<file path="src/anrb_cfg.svh">
// Offsets, field positions, reset values and timing counts of the negotiation result bank
`ifndef ANRB_CFG_SVH
`define ANRB_CFG_SVH

`define ANRB_ADDR_LP_LOW 16'h020B
`define ANRB_ADDR_LP_MID 16'h020C
`define ANRB_ADDR_LP_TOP 16'h020D
`define ANRB_ADDR_LOC_ADV 16'h020E
`define ANRB_ADDR_LP_ABL 16'h020F
`define ANRB_ADDR_FORCE 16'h8000
`define ANRB_ADDR_STATUS 16'h8001

`define ANRB_RST_WORD 16'h0000
`define ANRB_RST_LONG_REACH 1'h1
`define ANRB_RST_ENERGY 1'h0

`define ANRB_ADV_LONG_BIT 15
`define ANRB_ADV_EEE_BIT 14
`define ANRB_ADV_HI_ABL_BIT 13
`define ANRB_ADV_HI_REQ_BIT 12
`define ANRB_LP_SR_FD_BIT 7
`define ANRB_LP_SR_HD_BIT 6
`define ANRB_FORCE_EN_BIT 0
`define ANRB_ST_NP_RX_BIT 10
`define ANRB_ST_INC_BIT 9
`define ANRB_ST_TXLVL_MSB 8
`define ANRB_ST_TXLVL_LSB 7
`define ANRB_ST_MS_MSB 6
`define ANRB_ST_MS_LSB 5
`define ANRB_ST_HCD_MSB 4
`define ANRB_ST_HCD_LSB 1
`define ANRB_ST_GOOD_BIT 0

`define ANRB_STRAP_SETTLE 3'h4

`endif

</file>
<file path="src/anrb_pkg.sv">
// Types shared by the negotiation result bank
`default_nettype none
package anrb_pkg;
  typedef logic [15:0] anrb_word_t;
  typedef enum logic [2:0] {
    ANRB_STRAP_WAIT = 3'h1,
    ANRB_STRAP_LOAD = 3'h2,
    ANRB_STRAP_RUN = 3'h4
  } anrb_strap_e;
endpackage : anrb_pkg
`default_nettype wire

</file>
<file path="src/anrb_sync3.sv">
// Three-stage pin synchroniser that accepts a change once stages two and three agree
`default_nettype none
module anrb_sync3 (
  input wire logic clk,
  input wire logic rst_n,
  input wire logic pin,
  output logic level
);
  logic s1;
  logic s2;
  logic s3;

  always_ff @(posedge clk or negedge rst_n)
  begin
    if (!rst_n)
    begin
      s1 <= 1'h0;
      s2 <= 1'h0;
      s3 <= 1'h0;
    end
    else
    begin
      s1 <= pin;
      s2 <= s1;
      s3 <= s2;
    end
  end

  always_ff @(posedge clk or negedge rst_n)
  begin
    if (!rst_n)
      level <= 1'h0;
    else if (s2 == s3)
      level <= s3;
  end
endmodule : anrb_sync3
`default_nettype wire

</file>
<file path="src/anrb_snap.sv">
// Sixteen-bit holding register loaded on a capture strobe
`include "anrb_cfg.svh"
`default_nettype none
module anrb_snap (
  input wire logic clk,
  input wire logic rst_n,
  input wire logic clr,
  input wire logic cap,
  input wire anrb_pkg::anrb_word_t d,
  output anrb_pkg::anrb_word_t q
);
  always_ff @(posedge clk or negedge rst_n)
  begin
    if (!rst_n)
      q <= `ANRB_RST_WORD;
    else if (clr)
      q <= `ANRB_RST_WORD;
    else if (cap)
      q <= d;
  end
endmodule : anrb_snap
`default_nettype wire

</file>
<file path="src/anrb_bank.sv">
// Negotiation result register bank: partner page snapshot, ability mirrors, force mode, status
//
// Notes on behaviour
// (RULE1) Capture top word when low word read
// (RULE2) Top word read returns captured snapshot
// (RULE3) Advert bit 15 shared, reset one
// (RULE4) Advert bit 14 read-only energy mirror
// (RULE5) Advert bits 13:12 writable, reset from straps
// (RULE6) Partner bits 15:12 read-only mirrors
// (RULE7) Partner bits 7:6 short-reach duplex abilities
// (RULE8) Forced only when negotiation off, bit set
// (RULE9) Page request flag held until status read
// (RULE10) Incompatible flag set on good-check entry
// (RULE11) Bits 8:7 transmit level resolution
// (RULE12) Bits 6:5 master/slave resolution
// (RULE13) Bits 4:1 common technology code
// (RULE14) Bit 0 negotiation transmission done
// (RULE15) Low word read snapshots mid word too
// (RULE16) Read-only writes ignored, reserved read zero
`include "anrb_cfg.svh"
`default_nettype none
module anrb_bank (
  input wire logic clk,
  input wire logic rst_n,
  input wire logic an_reset,
  input wire logic [15:0] reg_addr,
  input wire logic reg_wr,
  input wire logic reg_rd,
  input wire anrb_pkg::anrb_word_t reg_wdata,
  output anrb_pkg::anrb_word_t reg_rdata,
  output logic reg_rvalid,
  output logic reg_err,
  input wire anrb_pkg::anrb_word_t partner_next_page_low_word,
  input wire anrb_pkg::anrb_word_t partner_next_page_mid_word,
  input wire anrb_pkg::anrb_word_t partner_unformatted_field_two,
  input wire logic main_adv_wr,
  input wire logic main_adv_wdata,
  input wire logic local_energy_saving_ability,
  input wire logic strap_high_swing_ability_pin,
  input wire logic strap_high_swing_request_pin,
  input wire logic partner_long_reach_ability,
  input wire logic partner_energy_saving_ability,
  input wire logic partner_high_swing_ability,
  input wire logic partner_high_swing_request,
  input wire logic partner_short_reach_full_duplex,
  input wire logic partner_short_reach_half_duplex,
  input wire logic negotiation_enable,
  input wire logic partner_page_request_pulse,
  input wire logic good_check_entry,
  input wire logic incompatible_link_flag,
  input wire logic [1:0] swing_resolution_result,
  input wire logic [1:0] role_resolution_result,
  input wire logic [3:0] common_technology_code,
  input wire logic negotiation_done_flag,
  output logic local_long_reach_ability,
  output logic local_high_swing_ability,
  output logic local_high_swing_request,
  output logic forced_mode_enable,
  output logic forced_mode_active
);
  anrb_pkg::anrb_word_t mid_snap;
  anrb_pkg::anrb_word_t top_snap;
  anrb_pkg::anrb_word_t next_rdata;
  anrb_pkg::anrb_strap_e strap_state;
  logic [2:0] settle_cnt;
  logic strap_abl;
  logic strap_req;
  logic next_hit;
  logic rd_low;
  logic wr_adv;
  logic wr_force;
  logic rd_status;
  logic page_req_flag;
  logic inc_link;
  logic load_strap;
  logic next_err;

  assign rd_low = reg_rd && (reg_addr == `ANRB_ADDR_LP_LOW);
  assign wr_adv = reg_wr && (reg_addr == `ANRB_ADDR_LOC_ADV);
  assign wr_force = reg_wr && (reg_addr == `ANRB_ADDR_FORCE);
  assign rd_status = reg_rd && (reg_addr == `ANRB_ADDR_STATUS);
  assign load_strap = (strap_state == anrb_pkg::ANRB_STRAP_LOAD);

  // Snapshot of the partner page upper words, taken only on a low-word read
  anrb_snap u_mid_snap (
    .clk(clk),
    .rst_n(rst_n),
    .clr(an_reset),
    .cap(rd_low), // RULE15
    .d(partner_next_page_mid_word),
    .q(mid_snap)
  );

  anrb_snap u_top_snap (
    .clk(clk),
    .rst_n(rst_n),
    .clr(an_reset),
    .cap(rd_low), // RULE1
    .d(partner_unformatted_field_two),
    .q(top_snap)
  );

  // Strap pins come from outside the clock domain
  anrb_sync3 u_sync_abl (
    .clk(clk),
    .rst_n(rst_n),
    .pin(strap_high_swing_ability_pin),
    .level(strap_abl)
  );

  anrb_sync3 u_sync_req (
    .clk(clk),
    .rst_n(rst_n),
    .pin(strap_high_swing_request_pin),
    .level(strap_req)
  );

  // Straps are taken after the synchroniser has settled, never under the async reset
  always_ff @(posedge clk or negedge rst_n)
  begin
    if (!rst_n)
    begin
      strap_state <= anrb_pkg::ANRB_STRAP_WAIT;
      settle_cnt <= 3'h0;
    end
    else if (an_reset)
    begin
      strap_state <= anrb_pkg::ANRB_STRAP_LOAD;
      settle_cnt <= 3'h0;
    end
    else
    begin
      case (strap_state)
        anrb_pkg::ANRB_STRAP_WAIT:
        begin
          settle_cnt <= settle_cnt + 3'h1;
          if (settle_cnt == `ANRB_STRAP_SETTLE)
            strap_state <= anrb_pkg::ANRB_STRAP_LOAD;
        end
        anrb_pkg::ANRB_STRAP_LOAD:
          strap_state <= anrb_pkg::ANRB_STRAP_RUN;
        anrb_pkg::ANRB_STRAP_RUN:
          strap_state <= anrb_pkg::ANRB_STRAP_RUN;
        default:
          strap_state <= anrb_pkg::ANRB_STRAP_WAIT;
      endcase
    end
  end

  // A software write in the load cycle wins over the strap value
  always_ff @(posedge clk or negedge rst_n)
  begin
    if (!rst_n)
      local_high_swing_ability <= 1'h0;
    else if (wr_adv)
      local_high_swing_ability <= reg_wdata[`ANRB_ADV_HI_ABL_BIT]; // RULE5
    else if (load_strap)
      local_high_swing_ability <= strap_abl; // RULE5
  end

  // Same priority for the request bit
  always_ff @(posedge clk or negedge rst_n)
  begin
    if (!rst_n)
      local_high_swing_request <= 1'h0;
    else if (wr_adv)
      local_high_swing_request <= reg_wdata[`ANRB_ADV_HI_REQ_BIT]; // RULE5
    else if (load_strap)
      local_high_swing_request <= strap_req; // RULE5
  end

  // One bit of state behind two addresses; the local write wins a same-cycle clash
  always_ff @(posedge clk or negedge rst_n)
  begin
    if (!rst_n)
      local_long_reach_ability <= `ANRB_RST_LONG_REACH;
    else if (an_reset)
      local_long_reach_ability <= `ANRB_RST_LONG_REACH;
    else if (wr_adv)
      local_long_reach_ability <= reg_wdata[`ANRB_ADV_LONG_BIT]; // RULE3
    else if (main_adv_wr)
      local_long_reach_ability <= main_adv_wdata; // RULE3
  end

  // Only bit 0 is kept; the rest of the word is dropped
  always_ff @(posedge clk or negedge rst_n)
  begin
    if (!rst_n)
      forced_mode_enable <= 1'h0;
    else if (an_reset)
      forced_mode_enable <= 1'h0;
    else if (wr_force)
      forced_mode_enable <= reg_wdata[`ANRB_FORCE_EN_BIT]; // RULE16
  end

  // Negotiation enable overrides the force bit; registered, so it lags by one cycle
  always_ff @(posedge clk or negedge rst_n)
  begin
    if (!rst_n)
      forced_mode_active <= 1'h0;
    else if (an_reset)
      forced_mode_active <= 1'h0;
    else
      forced_mode_active <= forced_mode_enable && !negotiation_enable; // RULE8
  end

  // Latched-high flag: a new request in the clearing read cycle survives
  always_ff @(posedge clk or negedge rst_n)
  begin
    if (!rst_n)
      page_req_flag <= 1'h0;
    else if (an_reset)
      page_req_flag <= 1'h0;
    else if (partner_page_request_pulse)
      page_req_flag <= 1'h1; // RULE9
    else if (rd_status)
      page_req_flag <= 1'h0; // RULE9
  end

  // Resolution result held from good-check entry until the next one
  always_ff @(posedge clk or negedge rst_n)
  begin
    if (!rst_n)
      inc_link <= 1'h0;
    else if (an_reset)
      inc_link <= 1'h0;
    else if (good_check_entry)
      inc_link <= incompatible_link_flag; // RULE10
  end

  // Read multiplexer; unlisted bits stay zero
  always_comb
  begin
    next_rdata = `ANRB_RST_WORD;
    next_hit = 1'h1;
    case (reg_addr)
      `ANRB_ADDR_LP_LOW:
        next_rdata = partner_next_page_low_word;
      `ANRB_ADDR_LP_MID:
        next_rdata = mid_snap; // RULE15
      `ANRB_ADDR_LP_TOP:
        next_rdata = top_snap; // RULE2
      `ANRB_ADDR_LOC_ADV:
      begin
        next_rdata[`ANRB_ADV_LONG_BIT] = local_long_reach_ability; // RULE3
        next_rdata[`ANRB_ADV_EEE_BIT] = local_energy_saving_ability; // RULE4
        next_rdata[`ANRB_ADV_HI_ABL_BIT] = local_high_swing_ability; // RULE5
        next_rdata[`ANRB_ADV_HI_REQ_BIT] = local_high_swing_request; // RULE5
      end
      `ANRB_ADDR_LP_ABL:
      begin
        next_rdata[`ANRB_ADV_LONG_BIT] = partner_long_reach_ability; // RULE6
        next_rdata[`ANRB_ADV_EEE_BIT] = partner_energy_saving_ability; // RULE6
        next_rdata[`ANRB_ADV_HI_ABL_BIT] = partner_high_swing_ability; // RULE6
        next_rdata[`ANRB_ADV_HI_REQ_BIT] = partner_high_swing_request; // RULE6
        next_rdata[`ANRB_LP_SR_FD_BIT] = partner_short_reach_full_duplex; // RULE7
        next_rdata[`ANRB_LP_SR_HD_BIT] = partner_short_reach_half_duplex; // RULE7
      end
      `ANRB_ADDR_FORCE:
        next_rdata[`ANRB_FORCE_EN_BIT] = forced_mode_enable; // RULE16
      `ANRB_ADDR_STATUS:
      begin
        next_rdata[`ANRB_ST_NP_RX_BIT] = page_req_flag; // RULE9
        next_rdata[`ANRB_ST_INC_BIT] = inc_link; // RULE10
        next_rdata[`ANRB_ST_TXLVL_MSB:`ANRB_ST_TXLVL_LSB] = swing_resolution_result; // RULE11
        next_rdata[`ANRB_ST_MS_MSB:`ANRB_ST_MS_LSB] = role_resolution_result; // RULE12
        next_rdata[`ANRB_ST_HCD_MSB:`ANRB_ST_HCD_LSB] = common_technology_code; // RULE13
        next_rdata[`ANRB_ST_GOOD_BIT] = negotiation_done_flag; // RULE14
      end
      default:
        next_hit = 1'h0;
    endcase
  end

  // Read data is registered so a status read sees the flag before it clears
  always_ff @(posedge clk or negedge rst_n)
  begin
    if (!rst_n)
      reg_rdata <= `ANRB_RST_WORD;
    else if (reg_rd)
      reg_rdata <= next_rdata;
  end

  // Answer strobe follows every read by one cycle
  always_ff @(posedge clk or negedge rst_n)
  begin
    if (!rst_n)
      reg_rvalid <= 1'h0;
    else
      reg_rvalid <= reg_rd;
  end

  // Unmapped accesses are refused with a one-cycle error pulse
  assign next_err = (reg_rd || reg_wr) && !next_hit; // RULE16

  always_ff @(posedge clk or negedge rst_n)
  begin
    if (!rst_n)
      reg_err <= 1'h0;
    else
      reg_err <= next_err;
  end
endmodule : anrb_bank
`default_nettype wire

</file>
<file path="config.mk">
export PLATFORM = sky130hd
export DESIGN_NAME = anrb_bank
export DESIGN_NICKNAME = d
export VERILOG_FILES = /design/src/anrb_pkg.sv /design/src/anrb_sync3.sv /design/src/anrb_snap.sv /design/src/anrb_bank.sv
export VERILOG_INCLUDE_DIRS = /design/src
export SDC_FILE = /design/constraint.sdc
export NUM_CORES = 1
export LEC_CHECK = 0
export ABC_AREA = 1
export BUFFER_PORTS_ARGS = -buffer_cell sky130_fd_sc_hd__buf_4
export CORE_UTILIZATION = 50
export CTS_CLUSTER_SIZE = 14
export DETAILED_ROUTE_END_ITERATION = 16
export GPL_TIMING_DRIVEN = 1
export PLACE_DENSITY = 0.77
export RECOVER_POWER = 100
export SYNTH_ARGS = -nofsm -noshare
export SYNTH_HDL_FRONTEND = slang
export SYNTH_HIERARCHICAL = 1
export SYNTH_SLANG_ARGS = --single-unit
</file>
<file path="constraint.sdc">
create_clock -name clk -period 2.91 [get_ports clk]
set_input_delay 0.582 -clock clk [delete_from_list [all_inputs] [get_ports clk]]
set_output_delay 0.582 -clock clk [all_outputs]
set_load 0.1 [all_outputs]
</file>
==> impl_metrics.env, run 1 <==
export IMPL_ctsHtreeMaxLevel=3
export IMPL_netlist_area_um2=3760
export IMPL_regToRegSetupSlack_ps=1590
export IMPL_grt_util_all_layers_pct=25.6
export IMPL_finalHoldViolCount=0
export IMPL_synth_cells=479
export IMPL_syn_to_final_growth_pct=26.6
export IMPL_slew_violations=72
export IMPL_synthXorXnorAreaFrac_pct=0
export IMPL_grt_use_met2_pct=42.7
export IMPL_final_common_cell="nand2_1"
export IMPL_synth_distinct_cells=24
export IMPL_cts_buffers=9
export IMPL_cts_tree="built"
export IMPL_cp_max_fo=3
export IMPL_antenna_cells=0
export IMPL_insertion_delay_ps=350
export IMPL_use_met1_pct=33.3
export IMPL_power_leakage_nw=2.52
export IMPL_grt_max_degree=72
export IMPL_cts_resized_gates=0
export IMPL_postCtsSetupBuffers=0
export IMPL_crit_chain="clkbuf_1"
export IMPL_antenna_found_initial=0
export IMPL_pwr_density_cell_nw_per_um2=475
export IMPL_endpoint_kind="output port"
export IMPL_fmax_ghz=0.426
export IMPL_initial_core_util_pct=51.9
export IMPL_drive_gt1_share_pct=24.6
export IMPL_synthMuxAreaShare_pct=0
export IMPL_post_drt_wl_per_cell_um=13.8
export IMPL_post_dp_hpwl_mm=6.96
export IMPL_routed_wl_mm=9.61
export IMPL_avgSynthCellArea_um2=7.85
export IMPL_gp_congestion=0.906
export IMPL_layout_nets=704
export IMPL_synth_warning_count=6
export IMPL_violations="max-capacitance violations, max-slew violations"
export IMPL_seq_area_frac_synth_pct=47.3
export IMPL_grtUsageMet3_pct=3.45
export IMPL_grt_pass1_wl_mm=15.1
export IMPL_clock_sinks=71
export IMPL_grt_ovfl_total=0
export IMPL_vias_per_cell=5.15
export IMPL_synth_compound_area_share_pct=5.12
export IMPL_outcome="complete, but fails checks"
export IMPL_port_buffers=119
export IMPL_maxCapViolations=1
export IMPL_grt_pass1_vias=3372
export IMPL_worst_pin_slew_ps=1740
export IMPL_nFillCells=686
export IMPL_die_area_um2=7880
export IMPL_period_needed_ps=2350
export IMPL_rows=31
export IMPL_rsz0062_at_grt="no"
export IMPL_cp_slowest_stage_delay_ps=870
export IMPL_slew_headroom_pct=-16.1
export IMPL_firstDrtPassIters=5
export IMPL_cts_root_buf="clkbuf_8"
export IMPL_post_route_period_util_pct=80.6
export IMPL_synth_fa_ha_area_share_pct=0.665
export IMPL_ys_seq_elements=71
export IMPL_worstPathArrival_ps=1760
export IMPL_ant_nets=0
export IMPL_drt_iter0_drc=252
export IMPL_path_delay_family="buffers and inverters"
export IMPL_fin_worst_skew_ps=8.05
export IMPL_cp_slowest_cell="clkbuf_1"
export IMPL_synthSimpleGateAreaFrac_pct=39.5
export IMPL_cp_num_buf_inv=1
export IMPL_postCtsHoldBufs=0
export IMPL_die_h_um=88.7
export IMPL_grt_busiest_layer="met2"
export IMPL_setup_viol=0
export IMPL_min_path_type="register to register"
export IMPL_die_w_um=88.7
export IMPL_clockBufferDepth=2
export IMPL_mostFrequentLayoutCells="145 x nand2_1, 102 x nand3_1, 92 x buf_4, 69 x dfrtp_1, 38 x nor2_1"
export IMPL_synthesis_nets=590
export IMPL_drc=0
export IMPL_core_um2=7250
export IMPL_num_io_pins=132
export IMPL_routed_via_count=3589
export IMPL_critical_path_class="register to output port"
export IMPL_finalNonFillerCells=697
export IMPL_synth_top_family_by_area="simple AND/OR/NAND/NOR gates"
export IMPL_irDropWorstVdd_mv=0.276
export IMPL_finalSetupTns_ps=0
export IMPL_clk_pin_slew_worst_paths_ps=70
export IMPL_required_ps=2330
export IMPL_place_inst=681
export IMPL_critPathLaunchType="register"
export IMPL_fin_util_pct=65.7
[metal layers]
layer,vias up,share of wire (%)
li1,1781,-
met1,1656,45
met2,130,47
met3,22,5.9
met4,0,2.4
met5,-,0
[state kept, by name, summed over array words and instances (netlist names)]
register and cells:
u_sync_abl/level 1, strap_state 3, reg_err 1, inc_link 1
forced_mode_active 1, local_high_swing_request 1, u_top_snap/q 16, u_sync_abl/s2 1
local_long_reach_ability 1, u_sync_req/level 1, forced_mode_enable 1, u_sync_req/s1 1
settle_cnt 3, reg_rdata 16, u_sync_abl/s1 1, reg_rvalid 1
u_mid_snap/q 16, u_sync_req/s3 1, page_req_flag 1, u_sync_req/s2 1
u_sync_abl/s3 1, local_high_swing_ability 1
[logic make-up after synthesis]
| group | count (synthesis) |
|---|---|
| buffers and inverters | 54 |
| adders and majority gates | 2 |
| AOI/OAI and AO/OA | 37 |
| and+or+nand+nor | 315 |
| DFF | 71 |
[final cells by class]
class	instances	area, µm²	share of cell area [%]
multi-input cells	354	1680	35.3
well taps	99	124	2.60
flip-flops and latches	71	1780	37.3
inverters	35	131	2.76
repair buffers	122	817	17.1
clock buffers	11	151	3.18
clock inverters	5	78.8	1.65
[worst reg2reg max path, cell delays in order, from the launching register on]
cell,delay (ps)
dfrtp_1,380
nor3_1,410
inv_1,140
o21ai_0,160
o21ai_0,100
nand2_1,70
[per-stage QoR]
step	worst slack, ps	cell area (µm²)	hold WS, ps	total power, mW
2_1_floorplan	832	3760	286	1.23
3_3_place_gp	810	4660	338	1.39
3_5_place_dp	770	4660	345	1.40
4_1_cts	1120	4890	325	2.30
5_1_grt	494	4760	340	2.34
6_report	564	4760	360	2.26
[cells in the mapped netlist, drive strengths merged]
library cell / n / area [µm²]
nand2: 148 / 568
nand3: 111 / 606
dfrtp: 69 / 1730
nor2: 51 / 285
inv: 35 / 131
o21ai: 21 / 105
buf: 17 / 139
a21oi: 13 / 65.1
nand4: 3 / 18.8
o211ai: 3 / 22.5
clkbuf: 2 / 7.51
dfstp: 2 / 52.6
ha: 2 / 25.0
nor3: 2 / 10.0
[report_power, final]
| part | internal [mW] | switching [mW] |
|---|---|---|
| clock network | 0.530 | 0.372 |
| registers | 1.01 | 0.0175 |
| logic | 0.111 | 0.219 |
[final timing paths]
path,startpoint,to,cells after the start
min,u_sync_req/s1,u_sync_req/s2,0
max,local_long_reach_ability,local_long_reach_ability,1
min in group asynchronous,rst_n,reg_rdata[5],1
max in group asynchronous,rst_n,u_mid_snap/q[1],1
max reg2reg,strap_state[2],local_high_swing_ability,5
min reg2reg,u_sync_req/s1,u_sync_req/s2,0
No activity file was read; power rests on OpenSTA's default activity.
==> inputs of run 2 (changes only) <==
--- a/config.mk
+++ b/config.mk
@@ -6,7 +6,7 @@
 export SDC_FILE = /design/constraint.sdc
 export NUM_CORES = 1
 export LEC_CHECK = 0
-export ABC_AREA = 1
+export ABC_AREA = 0
 export BUFFER_PORTS_ARGS = -buffer_cell sky130_fd_sc_hd__buf_4
 export CORE_UTILIZATION = 50
 export CTS_CLUSTER_SIZE = 14
==> constraint.sdc (replaced) <==
create_clock -name clk -period 2.4 [get_ports clk]
set_input_delay 0.48 -clock clk [delete_from_list [all_inputs] [get_ports clk]]
set_output_delay 0.48 -clock clk [all_outputs]
set_load 0.1 [all_outputs]
==> run 2 against run 1 <==
  * The run still ends with max-capacitance violations, max-slew violations left
  * Worst setup slack worse by 300 ps
  * Area after synthesis is 2.2% lower
  * Via count is 7.7% lower
  * Wire length is 11% higher
  * Sequential share of layout area is 0.27 points lower
  * Clock power is 32% higher
  * First-iteration DRC count is 31% lower
==> impl_metrics.env, run 2 <==
export IMPL_grt_util_all_layers_pct=29.2
export IMPL_die_area_um2=7710
export IMPL_async_flop_share_pct=100
export IMPL_netlist_area_um2=3680
export IMPL_gp_congestion=0.957
export IMPL_post_drt_wl_per_cell_um=18.8
export IMPL_routed_wl_mm=10.6
export IMPL_largestRegisters="reg_rdata: 16 flops, u_mid_snap/q: 16 flops, u_top_snap/q: 16 flops"
export IMPL_cts_root_buf="clkbuf_8"
export IMPL_firstDrtPassIters=4
export IMPL_crit_chain="clkbuf_1, or4_4, nor3_1, and3_1, buf_12, mux2i_1, nor2_1"
export IMPL_initial_core_util_pct=53.0
export IMPL_mostFrequentLayoutCells="100 x buf_4, 69 x dfrtp_1, 57 x nor2_1, 41 x mux2i_1, 15 x clkbuf_1"
export IMPL_clk_pin_slew_worst_paths_ps=80
export IMPL_synth_top_area_share_pct=46.9
export IMPL_antenna_found_initial=0
export IMPL_cp_slowest_stage_delay_ps=570
export IMPL_fmax_ghz=0.468
export IMPL_cp_num_buf_inv=2
export IMPL_path_delay_family="simple AND/OR/NAND/NOR gates"
export IMPL_r2r_worst_path_cells=4
export IMPL_drc=0
export IMPL_ant_nets=0
export IMPL_irDropWorstVdd_mv=0.278
export IMPL_finalHoldViolCount=0
export IMPL_rsz0062_at_grt="no"
export IMPL_period_needed_ps=2140
export IMPL_clock_sinks=71
export IMPL_outcome="complete, but fails checks"
export IMPL_yosysMostFrequentCell="dfrtp_1"
export IMPL_cp_slowest_cell="or4_4"
export IMPL_yosysTopAreaCell="dfrtp_1"
export IMPL_pwr_density_cell_nw_per_um2=611
export IMPL_power_leakage_nw=2.09
export IMPL_ctsHtreeMaxLevel=3
export IMPL_setup_slack_ps=264
export IMPL_vias_per_cell=5.84
export IMPL_synth_warning_count=6
export IMPL_clockBufferDepth=2
export IMPL_violations="max-capacitance violations, max-slew violations"
export IMPL_core_um2=6940
export IMPL_synth_cells=344
export IMPL_synth_area_leaders="dfrtp_1 47%, mux2i_1 11%, nor2_1 5.8%"
export IMPL_cts_tree="built"
export IMPL_drt_iter0_drc=175
export IMPL_avgSynthCellArea_um2=10.7
export IMPL_slew_headroom_pct=-34.6
export IMPL_slew_violations=115
export IMPL_die_w_um=87.8
export IMPL_insertion_delay_ps=350
export IMPL_port_buffers=119
export IMPL_routed_via_count=3314
export IMPL_fin_worst_skew_ps=8.97
export IMPL_hold_depth=1
export IMPL_grt_ovfl_total=0
export IMPL_num_io_pins=132
export IMPL_cts_resized_gates=0
export IMPL_netlist_top_cells_count="69 x dfrtp_1, 57 x nor2_1, 41 x mux2i_1"
export IMPL_place_ws_ps=108
export IMPL_postCtsHoldBufs=0
export IMPL_critPathLaunchType="primary input"
export IMPL_worstPathArrival_ps=2290
export IMPL_post_route_period_util_pct=89.0
export IMPL_synth_edff_count=0
export IMPL_antenna_cells=0
export IMPL_syn_to_final_growth_pct=30.4
export IMPL_post_dp_hpwl_mm=7.50
export IMPL_finalSetupTns_ps=0
export IMPL_maxCapViolations=2
export IMPL_grt_pass1_wl_mm=16.7
export IMPL_drive_gt1_share_pct=31.8
export IMPL_worst_pin_slew_ps=2020
export IMPL_min_path_type="primary input to register"
export IMPL_postCtsSetupBuffers=0
export IMPL_final_common_cell="buf_4"
export IMPL_grt_max_degree=72
export IMPL_grt_pass1_vias=3280
export IMPL_critical_path_class="primary input to register"
export IMPL_cp_max_fo=16
export IMPL_endpoint_kind="register"
export IMPL_seq_area_frac_synth_pct=48.3
export IMPL_synthesis_nets=455
export IMPL_synth_distinct_cells=61
export IMPL_cts_buffers=9
export IMPL_worstSetupPathDepth=7
export IMPL_setup_viol=0
export IMPL_ys_seq_elements=71
export IMPL_die_h_um=87.8
export IMPL_ys_flop_type="dfrtp_1"
export IMPL_layout_nets=577
export IMPL_regToRegSetupSlack_ps=830
export IMPL_required_ps=2550
export IMPL_rows=30
==> run 2: changes by cell type in the layout (fill, tap and decap cells not counted), moves of 9 or more <==
| cell | change |
|---|---|
| o21ai_0 | -17 |
| a32oi_1 | +12 |
| nand3_2 | -9 |
| inv_1 | -24 |
| a22o_1 | +9 |
| nand2_1 | -137 |
| nor2_1 | +19 |
| nor3_1 | +9 |
| nand3_1 | -91 |
| mux2i_1 | +41 |
| clkbuf_2 | +12 |
| clkbuf_1 | -10 |
==> run 2: logic make-up after synthesis <==
family          count (synthesis)  share of synthesized area, %
mux                            44                          12.1
simple gates                  126                          18.5
compound gates                 67                          14.4
flops                          71                          48.3
xor+xnor                        3                         0.714
buf+inv                        29                          4.69
fa+ha+maj                       4                          1.29
==> run 2: path summary, 6_finish.rpt <==
check / start / to
hold / removal: strap_high_swing_request_pin / u_sync_req/s1
min in group asynchronous: rst_n / u_mid_snap/q[3]
hold reg to reg: u_sync_abl/s1 / u_sync_abl/s2
setup reg to reg: strap_state[0] / settle_cnt[2]
max in group asynchronous: rst_n / reg_rdata[8]
setup / recovery: reg_addr[8] / u_mid_snap/q[13]
==> run 2: per-stage QoR <==
step / area, µm² / util (%) / power (mW) / hold slack, ps / cells
5_1_grt: 4800 / 69.1 / 3.03 / 240 / 567
4_1_cts: 4930 / 71.0 / 2.96 / 219 / 567
3_5_place_dp: 4680 / 67.4 / 1.78 / 348 / 551
3_3_place_gp: 4680 / 67.4 / 1.78 / 336 / 551
6_report: 4800 / 69.1 / 2.93 / 254 / 567
2_1_floorplan: 3680 / - / 1.55 / 184 / 344
==> run 2: layout make-up <==
cell class / instances / area, µm²
Multi-Input combinational cell: 244 / 1690
Clock buffer: 9 / 124
Tap cell: 96 / 120
Fill cell: 584 / 2140
Timing Repair Buffer: 134 / 940
Inverter: 6 / 22.5
Sequential cell: 71 / 1780
Clock inverter: 7 / 120
==> run 2: where the power goes <==
part | switching [mW] | total (mW) | leakage (nW) | internal (mW)
Sequential | 0.0273 | 1.26 | 0.942 | 1.23
Combinational | 0.308 | 0.485 | 1.03 | 0.177
Clock | 0.492 | 1.19 | 0.120 | 0.694
Total | 0.827 | 2.93 | 2.09 | 2.10
==> run 2: worst reg2reg max path, stage by stage, from the launching register on <==
cell	delay (ps)
dfstp_2	550
nor3b_1	490
nand2_1	130
xor2_1	150
nor2_1	50
==> run 2: metal layers <==
| metal | global-route usage (%) | vias to the layer above | wire [µm] |
|---|---|---|---|
| li1 | - | 1521 | - |
| met1 | 41.6 | 1637 | 4690 |
| met2 | 44.7 | 142 | 5060 |
| met3 | 5.37 | 14 | 729 |
| met4 | 10.7 | 0 | 163 |
| met5 | 0 | - | 0 |
